## src/include/let_consts.vh

```
// Constants for the link enhancement control register block.
// Assumes inclusion by bare name from the design files under src/.
`ifndef LET_CONSTS_VH
`define LET_CONSTS_VH

// Register map
`define LET_OFFSET        8'hf4
`define LET_RESET_VALUE   32'h00001000
`define LET_WRITE_MASK    32'h00003086

// Field positions
`define LET_THRESH_HI     13
`define LET_THRESH_LO     12
`define LET_PRIO_BIT      7
`define LET_GAP_BIT       2
`define LET_ACCEL_BIT     1
`define LET_GATE_BIT      22

// Read-only positions
`define LET_RSV_TOP_HI    31
`define LET_RSV_TOP_LO    14
`define LET_RSV_MID_HI    11
`define LET_RSV_MID_LO    8
`define LET_SPARE_BIT     6
`define LET_RSV_LOW_HI    5
`define LET_RSV_LOW_LO    3
`define LET_RSV_BIT       0

// Threshold field codes
`define LET_THR_2K        2'h0
`define LET_THR_1K7       2'h1
`define LET_THR_1K        2'h2
`define LET_THR_512       2'h3

// Threshold levels in bytes
`define LET_LVL_2K        12'h800
`define LET_LVL_1K7       12'h6cc
`define LET_LVL_1K        12'h400
`define LET_LVL_512       12'h200

`endif

```

## src/let_start_gate.v

```verilog
// Transmit start decision for the asynchronous outbound FIFO.
// Assumes FIFO fill level and end-of-packet flag come from the datapath.
`include "let_consts.vh"

module let_start_gate (
  // Selected start level
  input  wire [1:0]  thresh_code,
  input  wire        force_saf,
  // FIFO state
  input  wire [11:0] fifo_level,
  input  wire        pkt_complete,
  // Decision
  output reg         start_ok,
  output reg  [11:0] start_level
);

  // Map field code to byte level
  function [11:0] level_of;
    input [1:0] code;
    begin
      case (code)
        `LET_THR_1K7: level_of = `LET_LVL_1K7;
        `LET_THR_1K:  level_of = `LET_LVL_1K;
        `LET_THR_512: level_of = `LET_LVL_512;
        default:      level_of = `LET_LVL_2K;
      endcase
    end
  endfunction

  // Start once whole packet held, or once level reached for levels below 2K without store-and-forward
  always @* begin
    if (force_saf || thresh_code == `LET_THR_2K) begin
      start_level = `LET_LVL_2K;
      start_ok    = pkt_complete; // RULE_06
    end else begin
      start_level = level_of(thresh_code);
      start_ok    = pkt_complete || (fifo_level >= start_level); // RULE_05
    end
  end

endmodule // let_start_gate

```

## src/let_link_enh.v

```verilog
// Link enhancement control register and the options it steers.
// Assumes a simple synchronous register port and loader port on ref_clk.
`include "let_consts.vh"

// Summary of operation
// (RULE_01) Enhancements act only while control register bit 22 is set.
// (RULE_02) Bits 31 to 14 read as zero and cannot be written.
// (RULE_03) Bits 13:12 choose 2K, 1.7K, 1K or 512 byte start, reset 01.
// (RULE_04) After an underrun the retransmission waits for the whole packet.
// (RULE_05) Lower levels start at the level or at a complete packet.
// (RULE_06) The 2K level sends only after end of packet is in the FIFO.
// (RULE_07) A cleared retries register forces store-and-forward.
// (RULE_08) Bit 7 lets the link answer priority arbitration requests.
// (RULE_09) Bits 11 to 8 read as zero and cannot be written.
// (RULE_10) Bit 6 is unassigned and read-only; loader data there is ignored.
// (RULE_11) Bits 5 to 3 read as zero and cannot be written.
// (RULE_12) Writable bits load from software writes or from the EEPROM.
// (RULE_13) Bit 2 adds one idle cycle before the link drives PHY lines.
// (RULE_14) Bit 1 tells the PHY the link supports acceleration.
// (RULE_15) Bit 0 reads as zero and cannot be written.
// (RULE_16) Writes to read-only bits are ignored.
module let_link_enh (
  // Clock and reset
  input  wire        ref_clk,
  input  wire        rst,
  // Software register port
  input  wire [7:0]  reg_addr,
  input  wire        reg_wr,
  input  wire [31:0] reg_wdata,
  output reg  [31:0] reg_rdata,
  // Serial EEPROM loader
  input  wire        eeprom_load,
  input  wire [31:0] eeprom_data,
  // Host controller state
  input  wire [31:0] hc_control,
  input  wire        retries_zero,
  // Asynchronous outbound FIFO
  input  wire [11:0] fifo_level,
  input  wire        pkt_complete,
  input  wire        fifo_underrun,
  input  wire        pkt_done,
  output wire        tx_start,
  output wire [11:0] tx_level,
  // PHY link options
  input  wire        phy_ctl_request,
  output reg         phy_drive,
  output wire        prio_enable,
  output wire        accel_notify
);

  // Reset image of the register, split per field below
  localparam [31:0] reset_word = `LET_RESET_VALUE;

  // Stored writable fields; read-only positions have no storage
  reg  [1:0]  thresh_code;
  reg         prio_bit;
  reg         gap_bit;
  reg         accel_bit;
  // Next field values
  reg  [1:0]  next_thresh_code;
  reg         next_prio_bit;
  reg         next_gap_bit;
  reg         next_accel_bit;
  // Read image and retry state
  reg  [31:0] field_word;
  reg         retry_saf;
  reg         next_retry_saf;
  // PHY line turnaround
  reg         req_d;
  reg         next_phy_drive;
  // Decode and steering
  wire        sw_hit;
  wire        load_any;
  wire [31:0] load_word;
  wire        gate;
  wire        gap_on;
  wire        saf;
  wire        start_ok;

  // Address match, shared by the write and read paths
  function hits_reg;
    input [7:0] addr;
    begin
      hits_reg = (addr == `LET_OFFSET);
    end
  endfunction

  // Gate bit of the host controller control register
  assign gate = hc_control[`LET_GATE_BIT]; // RULE_01

  // Source select; a software write wins over a same-cycle loader word
  assign sw_hit    = reg_wr && hits_reg(reg_addr);
  assign load_any  = sw_hit || eeprom_load; // RULE_12
  assign load_word = sw_hit ? reg_wdata : eeprom_data;

  // Next field values; only writable positions are taken from a load
  always @* begin
    next_thresh_code = thresh_code;
    next_prio_bit    = prio_bit;
    next_gap_bit     = gap_bit;
    next_accel_bit   = accel_bit;
    if (load_any) begin // RULE_16
      next_thresh_code = load_word[`LET_THRESH_HI:`LET_THRESH_LO];
      next_prio_bit    = load_word[`LET_PRIO_BIT];
      next_gap_bit     = load_word[`LET_GAP_BIT];
      next_accel_bit   = load_word[`LET_ACCEL_BIT];
    end
  end

  // Start level field, reset to the 1.7K code
  always @(posedge ref_clk or posedge rst) begin
    if (rst) begin
      thresh_code <= reset_word[`LET_THRESH_HI:`LET_THRESH_LO]; // RULE_03
    end else begin
      thresh_code <= next_thresh_code;
    end
  end

  // Priority arbitration enable
  always @(posedge ref_clk or posedge rst) begin
    if (rst) begin
      prio_bit <= reset_word[`LET_PRIO_BIT];
    end else begin
      prio_bit <= next_prio_bit;
    end
  end

  // Turnaround gap enable
  always @(posedge ref_clk or posedge rst) begin
    if (rst) begin
      gap_bit <= reset_word[`LET_GAP_BIT];
    end else begin
      gap_bit <= next_gap_bit;
    end
  end

  // Acceleration notify enable
  always @(posedge ref_clk or posedge rst) begin
    if (rst) begin
      accel_bit <= reset_word[`LET_ACCEL_BIT];
    end else begin
      accel_bit <= next_accel_bit;
    end
  end

  // Read image: writable fields in place, every other position zero
  always @* begin
    field_word = 32'h00000000;
    field_word[`LET_RSV_TOP_HI:`LET_RSV_TOP_LO] = 18'h00000; // RULE_02
    field_word[`LET_THRESH_HI:`LET_THRESH_LO]   = thresh_code;
    field_word[`LET_RSV_MID_HI:`LET_RSV_MID_LO] = 4'h0; // RULE_09
    field_word[`LET_PRIO_BIT]                   = prio_bit;
    field_word[`LET_SPARE_BIT]                  = 1'b0; // RULE_10
    field_word[`LET_RSV_LOW_HI:`LET_RSV_LOW_LO] = 3'h0; // RULE_11
    field_word[`LET_GAP_BIT]                    = gap_bit;
    field_word[`LET_ACCEL_BIT]                  = accel_bit;
    field_word[`LET_RSV_BIT]                    = 1'b0; // RULE_15
  end

  // Register read; other offsets read zero
  always @* begin
    if (hits_reg(reg_addr)) begin
      reg_rdata = field_word;
    end else begin
      reg_rdata = 32'h00000000;
    end
  end

  // Underrun arms store-and-forward for the retry; the set wins a tie
  always @* begin
    next_retry_saf = retry_saf;
    if (fifo_underrun) begin
      next_retry_saf = 1'b1; // RULE_04
    end else if (pkt_done) begin
      next_retry_saf = 1'b0;
    end
  end

  // Retry state flop
  always @(posedge ref_clk or posedge rst) begin
    if (rst) begin
      retry_saf <= 1'b0;
    end else begin
      retry_saf <= next_retry_saf;
    end
  end

  // Store-and-forward when retrying, retries cleared or gate off
  assign saf = retry_saf || retries_zero || !gate; // RULE_07

  // Start decision for the asynchronous outbound FIFO
  let_start_gate u_gate (
    .thresh_code (thresh_code),
    .force_saf   (saf),
    .fifo_level  (fifo_level),
    .pkt_complete(pkt_complete),
    .start_ok    (start_ok),
    .start_level (tx_level)
  );
  assign tx_start = start_ok;

  // Link options reach the link only through the gate
  assign prio_enable  = gate && prio_bit; // RULE_08
  assign accel_notify = gate && accel_bit; // RULE_14
  assign gap_on       = gate && gap_bit;

  // Drive follows the request; the gap holds it back one more cycle
  always @* begin
    if (gap_on) begin
      next_phy_drive = phy_ctl_request && req_d; // RULE_13
    end else begin
      next_phy_drive = phy_ctl_request;
    end
  end

  // Request delay and drive flops
  always @(posedge ref_clk or posedge rst) begin
    if (rst) begin
      req_d     <= 1'b0;
      phy_drive <= 1'b0;
    end else begin
      req_d     <= phy_ctl_request;
      phy_drive <= next_phy_drive;
    end
  end

endmodule // let_link_enh

```

## config.mk

```make
export PLATFORM = sky130hd
export DESIGN_NAME = let_link_enh
export DESIGN_NICKNAME = d
export VERILOG_FILES = /design/src/let_start_gate.v /design/src/let_link_enh.v
export VERILOG_INCLUDE_DIRS = /design/src /design/src/include
export SDC_FILE = /design/constraint.sdc
export NUM_CORES = 1
export LEC_CHECK = 0
export BUFFER_PORTS_ARGS = -buffer_cell sky130_fd_sc_hd__buf_2
export CAP_MARGIN = 15
export CORE_AREA = 2 2 66 68
export CTS_BUF_LIST = sky130_fd_sc_hd__clkbuf_8
export CTS_CLUSTER_SIZE = 14
export DETAILED_ROUTE_END_ITERATION = 16
export DIE_AREA = 0 0 68 70
export GPL_ROUTABILITY_DRIVEN = 0
export PLACE_DENSITY = 0.71
export SLEW_MARGIN = 20
export SYNTH_ARGS = -nofsm -noshare
export SYNTH_HDL_FRONTEND = slang
export SYNTH_SLANG_ARGS = --single-unit
```

## constraint.sdc

```tcl
create_clock -name ref_clk -period 4.1 [get_ports ref_clk]
set_clock_uncertainty 0.2 [all_clocks]
set_input_delay 1.23 -clock ref_clk [delete_from_list [all_inputs] [get_ports ref_clk]]
set_output_delay 1.23 -clock ref_clk [all_outputs]
set_load 0.05 [all_outputs]
```

==> results by group, run 1 <==
Outcome
  – Status: complete, no violations

Critical path
  – WP data required: 2.67 ns
  – Crit path max fanout: 2
  – CP endpoint: tx_start
  – Reg-to-Reg End: gap_bit
  – Crit. End Element: output port
  – Crit path largest cell delay: 0.29 ns
  – Worst path cell trace: buf_2, ha_1, nor4bb_1, o311ai_0, a31oi_2, buf_2
  – Crit path max-delay family: buffers and inverters
  – Worst Setup SP: fifo_level[6]
  – Crit-path slowest cell: buf_2
  – Critical path arrival: 2.55 ns
  – Most common cell on crit path: buf_2
  – Critical path class: input port to output port
  – Levels on crit path: 6
  – Worst R2R Start: gap_bit
  – CP startpoint kind: input port
  – Reg-to-reg slack, setup: 2.89 ns
  – CP Buf/Inv Count: 2
  – Worst r2r path cells: 2

Drt
  – DR vias: 814
  – DR vias/cell: 3.79
  – WL/cell: 9.49 um
  – Routed Antenna Nets: 0
  – DRT iter0 DRCs: 15
  – Drt first pass iters: 3
  – WL final: 2.04 mm
  – # DRC: 0

Pwr
  – Peak supply drop: 0.205 mV
  – Cell Int Power: 0.195 mW
  – Combinational share of power: 45.8%
  – Static Leak: 0.734 nW
  – Clock share of power: 28.0%
  – Switching Fraction: 43.8%
  – Psw: 0.152 mW
  – Sequential power share: 26.2%
  – Pwr/cell area: 278 nW/um^2

Clocking
  – CTS tree: done
  – Clk Latency, worst-skew pair: 0.23 ns
  – Root buffer cell: clkbuf_8
  – Clock slew at reported path FFs: 0.04 ns
  – Sink Count: 8
  – Hold-fix buffers, CTS: 0
  – Post_cts resized: 0
  – CTS H-Tree Depth: 1
  – Clk buf depth: 2
  – Postcts setup bufs: 0
  – Clock buffer count from CTS: 3

Timing
  – RSZ-0062 raised after global routing: false
  – Period utilization: 97.1%
  – Fmax: 251 MHz
  – Hold Violations, Final: 0
  – Tmin final: 3.98 ns
  – Setup TNS: 0 ns
  – Final setup fails: 0
  – Max-slew violations: 0

Logic synthesis
  – Area leader, netlist: buf_4
  – Post-Synthesis Cells: 108
  – Sequential-to-total area share from yosys stat: 20.2%
  – Main combinational cell family by area after synthesis: buffers and inverters
  – Syn Std Cell Area: 996 um^2
  – Synth Flop Type: dfrtp_1
  – Async SR Flop Fraction: 100%
  – Post-synth EDFFs: 0
  – Avg Inst Size Synth: 9.22 um^2
  – Yosys top cell area share: 26.4%
  – Synth top area cells: buf_4 26%, dfrtp_1 18%, ha_1 14%
  – Mux cell area share after synthesis: 9.05%
  – Post-synthesis compound-gate area fraction: 9.17%
  – Post-synthesis cell type count: 25
  – Yosys warns: 0
  – Synth Area in XOR/XNOR: 0%
  – Simple-gate share of the synthesized area: 17.6%
  – #FFs+latches synth: 8
  – Adder-cell share of the synthesized area: 13.8%

Floorplanning
  – Die area: 4760 um^2
  – IO Count: 173
  – Initial Util: 24.0%
  – Die Span Y: 70 um
  – Core area: 4140 um^2
  – DIE WIDTH: 68 um
  – Row count: 24

GRT
  – Met3 Use GR: 2.58%
  – Met1 Use GR: 9.99%
  – First-pass GRT wire length: 3.17 mm
  – Total gr overflow: 0
  – All-Layer GR Usage: 8.64%
  – Antenna violations before repair: 0
  – Met2 Usage GRT: 14.9%
  – Global routing's busiest layer: met2
  – Vias in the first global route: 729
  – Pin count of the biggest net entering global routing: 9

Finish
  – Ant diodes: 0
  – Area delta synth->final: 25.4%
  – Share of layout cells above drive strength 1: 46.6%
  – Post-route insts no fill: 215
  – NumNets Final: 300

Worst hold path
  – Worst Hold Class: register to register

Place
  – Inst Count DP: 211
  – Port bufs: 55
  – Hpwl dp: 1.88 mm

Flow run
  – Max_cap viols: 0
[cells in the mapped netlist, types with 2 or more instances]
master	instances
nor4bb_1	2
nor2_1	5
nand2_1	3
o21ai_0	4
inv_1	9
mux2_2	8
buf_4	35
and2_1	2
dfrtp_1	7
a21o_1	4
ha_1	11
and3_2	5
[sequential cells by signal, summed over array words and instances, names as in the netlist]
signal,flops
req_d,1
accel_bit,1
phy_drive,1
retry_saf,1
thresh_code,2
gap_bit,1
prio_bit,1
[placed cells by master (no fill, tap or decap), types with 3 or more instances in the layout]
cell	n
a21o_1	4
inv_1	10
and3_2	5
ha_1	11
conb_1	32
nand2_1	3
mux2_2	8
o21ai_0	4
buf_2	55
nor2_1	4
clkbuf_8	3
dfrtp_1	7
[metal layers]
layer	up-vias	share of wire, %
li1	412	-
met1	349	39
met2	49	49
met3	4	11
met4	0	1.2
met5	-	0
[through the flow]
step | utilization (%) | total power [mW] | instance area [um^2] | setup slack, ns | hold WS, ns
after floorplan | - | 0.241 | 1130 | 0.0139 | 0.240
after detailed placement | 29.0 | 0.253 | 1200 | 0.103 | 0.263
after global placement | 29.0 | 0.250 | 1200 | 0.115 | 0.244
final | 30.1 | 0.348 | 1250 | 0.120 | 0.263
after CTS | 30.1 | 0.352 | 1250 | 0.0902 | 0.266
after global routing | 30.1 | 0.370 | 1250 | 0.0295 | 0.278
[layout make-up]
cell class / instances / area (um^2)
Clock inverter: 1 / 3.75
Clock buffer: 3 / 41.3
Sequential cell: 8 / 201
Inverter: 9 / 33.8
Multi-Input combinational cell: 87 / 628
Fill cell: 450 / 2900
Tap cell: 52 / 65.1
Timing Repair Buffer: 55 / 275
[cells by family after synthesis]
| family | after synthesis |
|---|---|
| buffers and inverters | 44 |
| and+or+nand+nor | 23 |
| AOI/OAI and AO/OA | 13 |
| adders and majority gates | 11 |
| muxes | 8 |
| DFF | 8 |
| other | 1 |
[how the worst min path moves through the flow]
| stage | cells after the start | startpoint | to | slack, ns |
|---|---|---|---|---|
| after floorplan | 1 | req_d | phy_drive | 0.24 |
| after detailed placement | 1 | req_d | phy_drive | 0.26 |
| after global routing | 1 | req_d | phy_drive | 0.28 |
| after CTS | 1 | req_d | phy_drive | 0.27 |
| after global placement | 1 | req_d | phy_drive | 0.24 |
| final | 1 | req_d | phy_drive | 0.26 |
[power by group through the flow]
stage | Sequential, mW | Combinational [mW] | Clock, mW
2_1_floorplan | 0.0934 | 0.147 | 0
3_3_place_gp | 0.0924 | 0.158 | 0
3_5_place_dp | 0.0922 | 0.160 | 0
4_1_cts | 0.0912 | 0.161 | 0.100
5_1_grt | 0.0921 | 0.174 | 0.104
6_report | 0.0909 | 0.159 | 0.0973
[worst reg2reg max path: stages, from the launching register on]
cell,delay (ns)
dfrtp_1,0.38
mux2_2,0.26
mux2_2,0.26
Note: power is estimated with default switching activity, not from simulation.
==> run 2: changes to the inputs <==
==> constraint.sdc (replaced) <==
create_clock -name ref_clk -period 4.1 [get_ports ref_clk]
set_clock_uncertainty 0.2 [all_clocks]
set_input_delay 0.41 -clock ref_clk [delete_from_list [all_inputs] [get_ports ref_clk]]
set_output_delay 0.41 -clock ref_clk [all_outputs]
set_load 0.05 [all_outputs]
==> run 2 against run 1 <==
Effect of this change:
- non-clock buffer count rose by 1
- via count fell by 0.98%
- critical path depth increased by 3
- sequential power increased by 0.6%
- fmax rose by 35%
- critical endpoint unchanged
- largest power group unchanged
==> results by group, run 2 (synthesized netlist as in run 1, its figures left out) <==
Outcome
  – Status: complete, no violations

Pwr
  – Pwr/cell area: 279 nW/um^2 (+0.14%)
  – Peak supply drop: 0.145 mV (-29%)
  – Static Leak: 0.737 nW (+0.49%)
  – Final Power: 0.347 mW (-0.17%)

Critical path
  – WP data required: 3.49 ns (+0.82 ns)
  – Worst path cell trace: inv_1, ha_1, inv_1, o21ai_0, ha_1, and4b_1, o311ai_0, a31oi_1, buf_2
  – CP startpoint kind: register
  – CP Buf/Inv Count: 3 (+1)
  – Crit. End Element: output port
  – Crit path max fanout: 5 (+3)
  – Crit path largest cell delay: 0.56 ns (+0.27 ns)
  – Crit-path slowest cell: dfstp_2
  – Crit path max-delay family: flip-flops
  – Critical path arrival: 2.35 ns (-0.20 ns)
  – Critical path class: register to output port

Finish
  – Largest register FFs: 2 (unchanged)
  – Post-route insts no fill: 216 (+0.47%)
  – NumNets Final: 301 (+0.33%)
  – Share of layout cells above drive strength 1: 45.1% (-1.5 points)
  – Largest Register: thresh_code
  – Ant diodes: 0 (unchanged)
  – Core Util, Final: 30.0% (-0.091 points)
  – Area delta synth->final: 25.0%
  – Most common cell after layout, fill and taps aside: buf_2
  – Most frequent cells in the layout: 55 x buf_2, 32 x conb_1, 11 x ha_1
  – Fillers: 445 (-1.1%)

Clocking
  – CTS tree: done
  – Clk Latency, worst-skew pair: 0.23 ns (about the same)
  – Clk buf depth: 2 (unchanged)
  – Hold-fix buffers, CTS: 1 (+1)
  – Postcts setup bufs: 0 (unchanged)
  – Clock buffer count from CTS: 3 (unchanged)
  – Post_cts resized: 0 (unchanged)
  – Root buffer cell: clkbuf_8
  – Sink Count: 8 (unchanged)
  – CTS H-Tree Depth: 1 (unchanged)
  – Clock slew at reported path FFs: 0.05 ns (about the same)

Place
  – Inst Count DP: 211 (unchanged)
  – Port bufs: 55 (unchanged)
  – Hpwl dp: 1.93 mm (+2.3%)

GRT
  – Antenna violations before repair: 0 (unchanged)
  – First-pass GRT wire length: 3.39 mm (+6.9%)
  – Pin count of the biggest net entering global routing: 9 (unchanged)
  – Total gr overflow: 0 (unchanged)
  – Vias in the first global route: 805 (+10%)
  – All-Layer GR Usage: 9.18% (+0.54 points)

Drt
  – Drt first pass iters: 3 (unchanged)
  – DR vias: 806 (-0.98%)
  – DR vias/cell: 3.73 (-1.4%)
  – WL/cell: 9.92 um (+4.5%)
  – WL final: 2.14 mm (+5.0%)
  – DRT iter0 DRCs: 13 (-2)
  – Routed Antenna Nets: 0 (unchanged)
  – # DRC: 0 (unchanged)

Floorplanning
  – Initial Util: 24.0% (unchanged)
  – IO Count: 173 (unchanged)
  – DIE WIDTH: 68 um (unchanged)
  – Core area: 4140 um^2 (unchanged)
  – Die area: 4760 um^2 (unchanged)
  – Die Span Y: 70 um (unchanged)
  – Row count: 24 (unchanged)

Timing
  – Setup TNS: 0 ns (unchanged)
  – RSZ-0062 raised after global routing: false
  – Period utilization: 72.1% (-25 points)
  – Max-slew violations: 0 (unchanged)
  – Hold Violations, Final: 0 (unchanged)
  – Tmin final: 2.96 ns (-1.02 ns)
  – Final setup fails: 0 (unchanged)
  – Fmax: 338 MHz (+35%)
  – Min Hold Slack: 0.104 ns (-0.160 ns)

Flow run
  – Max_cap viols: 0 (unchanged)

Worst hold path
  – Worst Hold Class: input port to register
==> run 2: changes by cell type in the layout (fill, tap and decap cells not counted), sizes merged <==
| cell | previous run | this run |
|---|---|---|
| dlygate4sd3 | 0 | 1 |
==> run 2: final cells by class <==
type	instances	area, um^2	share of cell area, %
multi-input combinational	87	614	49.3
timing repair buffer	56	285	22.9
clock buffer	3	41.3	3.32
tap	52	65.1	5.23
clock inverter	1	3.75	0.302
inverter	9	33.8	2.71
sequential	8	201	16.2
==> run 2: routing by layer <==
layer | share of wire (%) | vias to the layer above | global-route usage (%)
met5 | 0 | - | 0
met4 | 0 | 0 | 3.33
met3 | 13 | 0 | 2.90
met2 | 48 | 52 | 15.0
met1 | 39 | 339 | 11.0
li1 | - | 415 | -
==> run 2: through the flow <==
step	setup slack (ns)	instance area (um^2)
detailed placement	1.34	1190
CTS	1.08	1240
global placement	1.37	1190
finish	1.14	1240
floorplan	0.861	1110
global route	0.886	1240
==> run 2: worst paths after layout <==
path | startpoint | end | slack (ns) | cells past startpoint
max | thresh_code[0] | tx_start | 1.14 | 9
min in group asynchronous | rst | phy_drive | 0.47 | 3
min | phy_ctl_request | req_d | 0.10 | 1
max reg2reg | gap_bit | gap_bit | 2.88 | 2
max in group asynchronous | rst | thresh_code[0] | 2.93 | 3
min reg2reg | req_d | phy_drive | 0.27 | 1
==> run 2: power by group <==
| part | internal, mW | switching [mW] |
|---|---|---|
| clock network | 0.0649 | 0.0315 |
| registers | 0.0867 | 0.00470 |
| logic | 0.0438 | 0.115 |
| total | 0.195 | 0.151 |
==> run 3: changes to the inputs <==
--- a/config.mk
+++ b/config.mk
@@ -8,13 +8,14 @@
 export LEC_CHECK = 0
 export BUFFER_PORTS_ARGS = -buffer_cell sky130_fd_sc_hd__buf_2
 export CAP_MARGIN = 15
-export CORE_AREA = 2 2 66 68
+export CORE_ASPECT_RATIO = 0.9
+export CORE_MARGIN = 1.5
+export CORE_UTILIZATION = 25
 export CTS_BUF_LIST = sky130_fd_sc_hd__clkbuf_8
 export CTS_CLUSTER_SIZE = 14
 export DETAILED_ROUTE_END_ITERATION = 16
-export DIE_AREA = 0 0 68 70
 export GPL_ROUTABILITY_DRIVEN = 0
-export PLACE_DENSITY = 0.71
+export PLACE_DENSITY = 0.74
 export SLEW_MARGIN = 20
 export SYNTH_ARGS = -nofsm -noshare
 export SYNTH_HDL_FRONTEND = slang
==> constraint.sdc (replaced) <==
create_clock -name ref_clk -period 2.7 [get_ports ref_clk]
set_clock_uncertainty 0.2 [all_clocks]
set_input_delay 0.27 -clock ref_clk [delete_from_list [all_inputs] [get_ports ref_clk]]
set_output_delay 0.27 -clock ref_clk [all_outputs]
set_load 0.05 [all_outputs]
==> run 3 against run 2 <==
Effect of this change:
- clock power up 49%
- critical path type unchanged
- worst setup slack worse by 1.1 ns
- die area shrank 8.2%
- largest power group unchanged
- total power grew 64%
- largest cell class unchanged
- clock-buffer cell count stayed put
- combinational power increased by 79%
==> results by group, run 3 (synthesized netlist as in run 1, its figures left out) <==
Drt
  – DRT iter0 DRCs: 21 (+8)
  – WL met1: 893 um (+8.1%)
  – DR vias/cell: 3.97 (+6.3%)
  – # DRC: 0 (unchanged)
  – Met2 WL: 1.20 mm (+17%)
  – Uppermost layer routed: met3
  – DR vias: 861 (+6.8%)
  – WL/cell: 10.2 um (+3.1%)
  – Drt first pass iters: 4 (+1)
  – Routed wl met3: 127 um (-56%)
  – WL final: 2.22 mm (+3.5%)
  – Routed Antenna Nets: 0 (unchanged)

Timing
  – RSZ-0062 raised after global routing: true
  – Worst setup margin: 0.0673 ns (-1.08 ns)
  – Final setup fails: 0 (unchanged)
  – Hold Violations, Final: 0 (unchanged)
  – Fmax: 380 MHz
  – Period utilization: 97.5%
  – Max-slew violations: 0 (unchanged)
  – Tmin final: 2.63 ns

Critical path
  – Crit path largest cell delay: 0.55 ns (about the same)
  – Worst path cell trace: buf_6, ha_4, o21ai_2, ha_1, a21o_1, a311oi_2, a31oi_2, buf_6
  – Critical path arrival: 2.16 ns (-0.19 ns)
  – Crit-path slowest cell: dfstp_2
  – Levels on crit path: 8 (-1)
  – Crit path max-delay family: compound AO/OA/AOI/OAI gates
  – WP data required: 2.23 ns (-1.26 ns)
  – CP Buf/Inv Count: 2 (-1)
  – Worst r2r path cells: 4 (+2)
  – Crit. End Element: output port
  – CP startpoint kind: register
  – Crit path max fanout: 3 (-2)
  – Most common cell on crit path: buf_6
  – Critical path class: register to output port

Finish
  – Post-route insts no fill: 217 (+0.46%)
  – Cell area after layout: 1410 um^2 (+13%)
  – Most frequent cells in the layout: 54 x buf_2, 32 x conb_1, 8 x mux2_2
  – NumNets Final: 308 (+2.3%)
  – Core Util, Final: 37.4% (+7.4 points)
  – Share of layout cells above drive strength 1: 55.6% (+10 points)
  – Area of the multi-input gates: 717 um^2 (+17%)
  – Largest register FFs: 2 (unchanged)
  – Area delta synth->final: 41.1%
  – Ant diodes: 0 (unchanged)
  – Largest Register: thresh_code
  – FF+latch area: 201 um^2 (unchanged)
  – Fillers: 409 (-8.1%)
  – Most common cell after layout, fill and taps aside: buf_2

GRT
  – Antenna violations before repair: 0 (unchanged)
  – First-pass GRT wire length: 3.35 mm (-1.2%)
  – Pin count of the biggest net entering global routing: 9 (unchanged)
  – Total gr overflow: 0 (unchanged)
  – All-Layer GR Usage: 9.40% (+0.22 points)
  – Vias in the first global route: 790 (-1.9%)

Clocking
  – Root buffer cell: clkbuf_8
  – Clock slew at reported path FFs: 0.04 ns (about the same)
  – Sink Count: 8 (unchanged)
  – Clk buf depth: 2 (unchanged)
  – Clock buffer count from CTS: 3 (unchanged)
  – CTS tree: done
  – Clk Latency, worst-skew pair: 0.23 ns (about the same)
  – CTS H-Tree Depth: 1 (unchanged)

Floorplanning
  – Die area: 4370 um^2 (-8.2%)
  – DIE WIDTH: 69.5 um (+2.3%)
  – IO Count: 173 (unchanged)
  – Row count: 21 (-13%)
  – Die Span Y: 62.9 um (-10%)
  – Core area: 3760 um^2 (-9.3%)
  – Initial Util: 26.5% (+2.5 points)

Place
  – Hpwl dp: 1.89 mm (-2.1%)
  – Inst Count DP: 207 (-1.9%)
  – Worst slack, placed: 0.121 ns (-1.22 ns)
  – Placed Area: 1210 um^2 (+1.8%)
  – Port bufs: 55 (unchanged)

Pwr
  – Peak supply drop: 0.237 mV (+63%)
  – Pwr/cell area: 404 nW/um^2 (+45%)
  – Final Power: 0.568 mW (+64%)
  – Static Leak: 0.785 nW (+6.4%)

Worst hold path
  – Worst Hold Class: input port to register
  – Hold path cells: 2 (+1)

Outcome
  – Status: complete, no violations

Flow run
  – Max_cap viols: 0 (unchanged)
## run 3: changes by cell type in the layout (fill, tap and decap cells not counted), moves of 2 or more
cell | previous run | this run
buf_4 | 0 | 5
ha_4 | 0 | 4
ha_1 | 11 | 7
inv_2 | 0 | 4
buf_6 | 0 | 2
o21ai_0 | 4 | 2
inv_1 | 10 | 6
nor4bb_1 | 2 | 0
## run 3: path summary, 6_finish.rpt
path / endpoint / start / slack [ns]
setup / recovery: tx_start / thresh_code[0] / 0.07
hold / removal: retry_saf / fifo_underrun / 0.03
setup reg to reg: thresh_code[0] / thresh_code[0] / 1.42
hold reg to reg: phy_drive / req_d / 0.27
max in group asynchronous: thresh_code[0] / rst / 1.67
min in group asynchronous: gap_bit / rst / 0.33
## run 3: routing by layer
metal	GRT usage, %	vias to the layer above
li1	-	432
met4	2.21	0
met5	0	-
met3	1.45	0
met1	10.7	390
met2	18.1	39
## run 3: where the power goes
part	leakage [nW]	internal (mW)	switching (mW)
clock	0.0269	0.0984	0.0460
sequential	0.0921	0.132	0.00650
combinational	0.666	0.0932	0.192
total	0.785	0.323	0.244
## run 3: worst reg2reg max path, cell delays in order, from the launching register on
cell and delay, ns:
dfstp_2 0.55, inv_2 0.06, buf_4 0.12, o21ai_0 0.13
mux2_2 0.16
## run 3: what timing repair did
item | CTS | global route
setup endpoints to repair | 1 | 1
endpoints found under the hold margin | 8 | 0
setup buffers | 0 | 4
gates resized for setup | 5 | 18
pin swaps | 3 | 6
hold buffers | 2 | 0
## run 3: per-stage QoR
step / hold WS (ns) / setup TNS (ns)
finish: 0.0277 / 0
floorplan: -0.115 / -0.00164
CTS: 0.0235 / 0
detailed placement: 0.0339 / 0
global placement: 0.0246 / 0
global route: 0.0232 / -0.00673
## run 3: cell type report
cell class	count	share of cell area (%)
tap	46	4.10
sequential	8	14.3
inverter	9	2.40
timing repair buffer	63	24.9
clock buffer	3	2.94
multi-input combinational	87	51.0
clock inverter	1	0.267
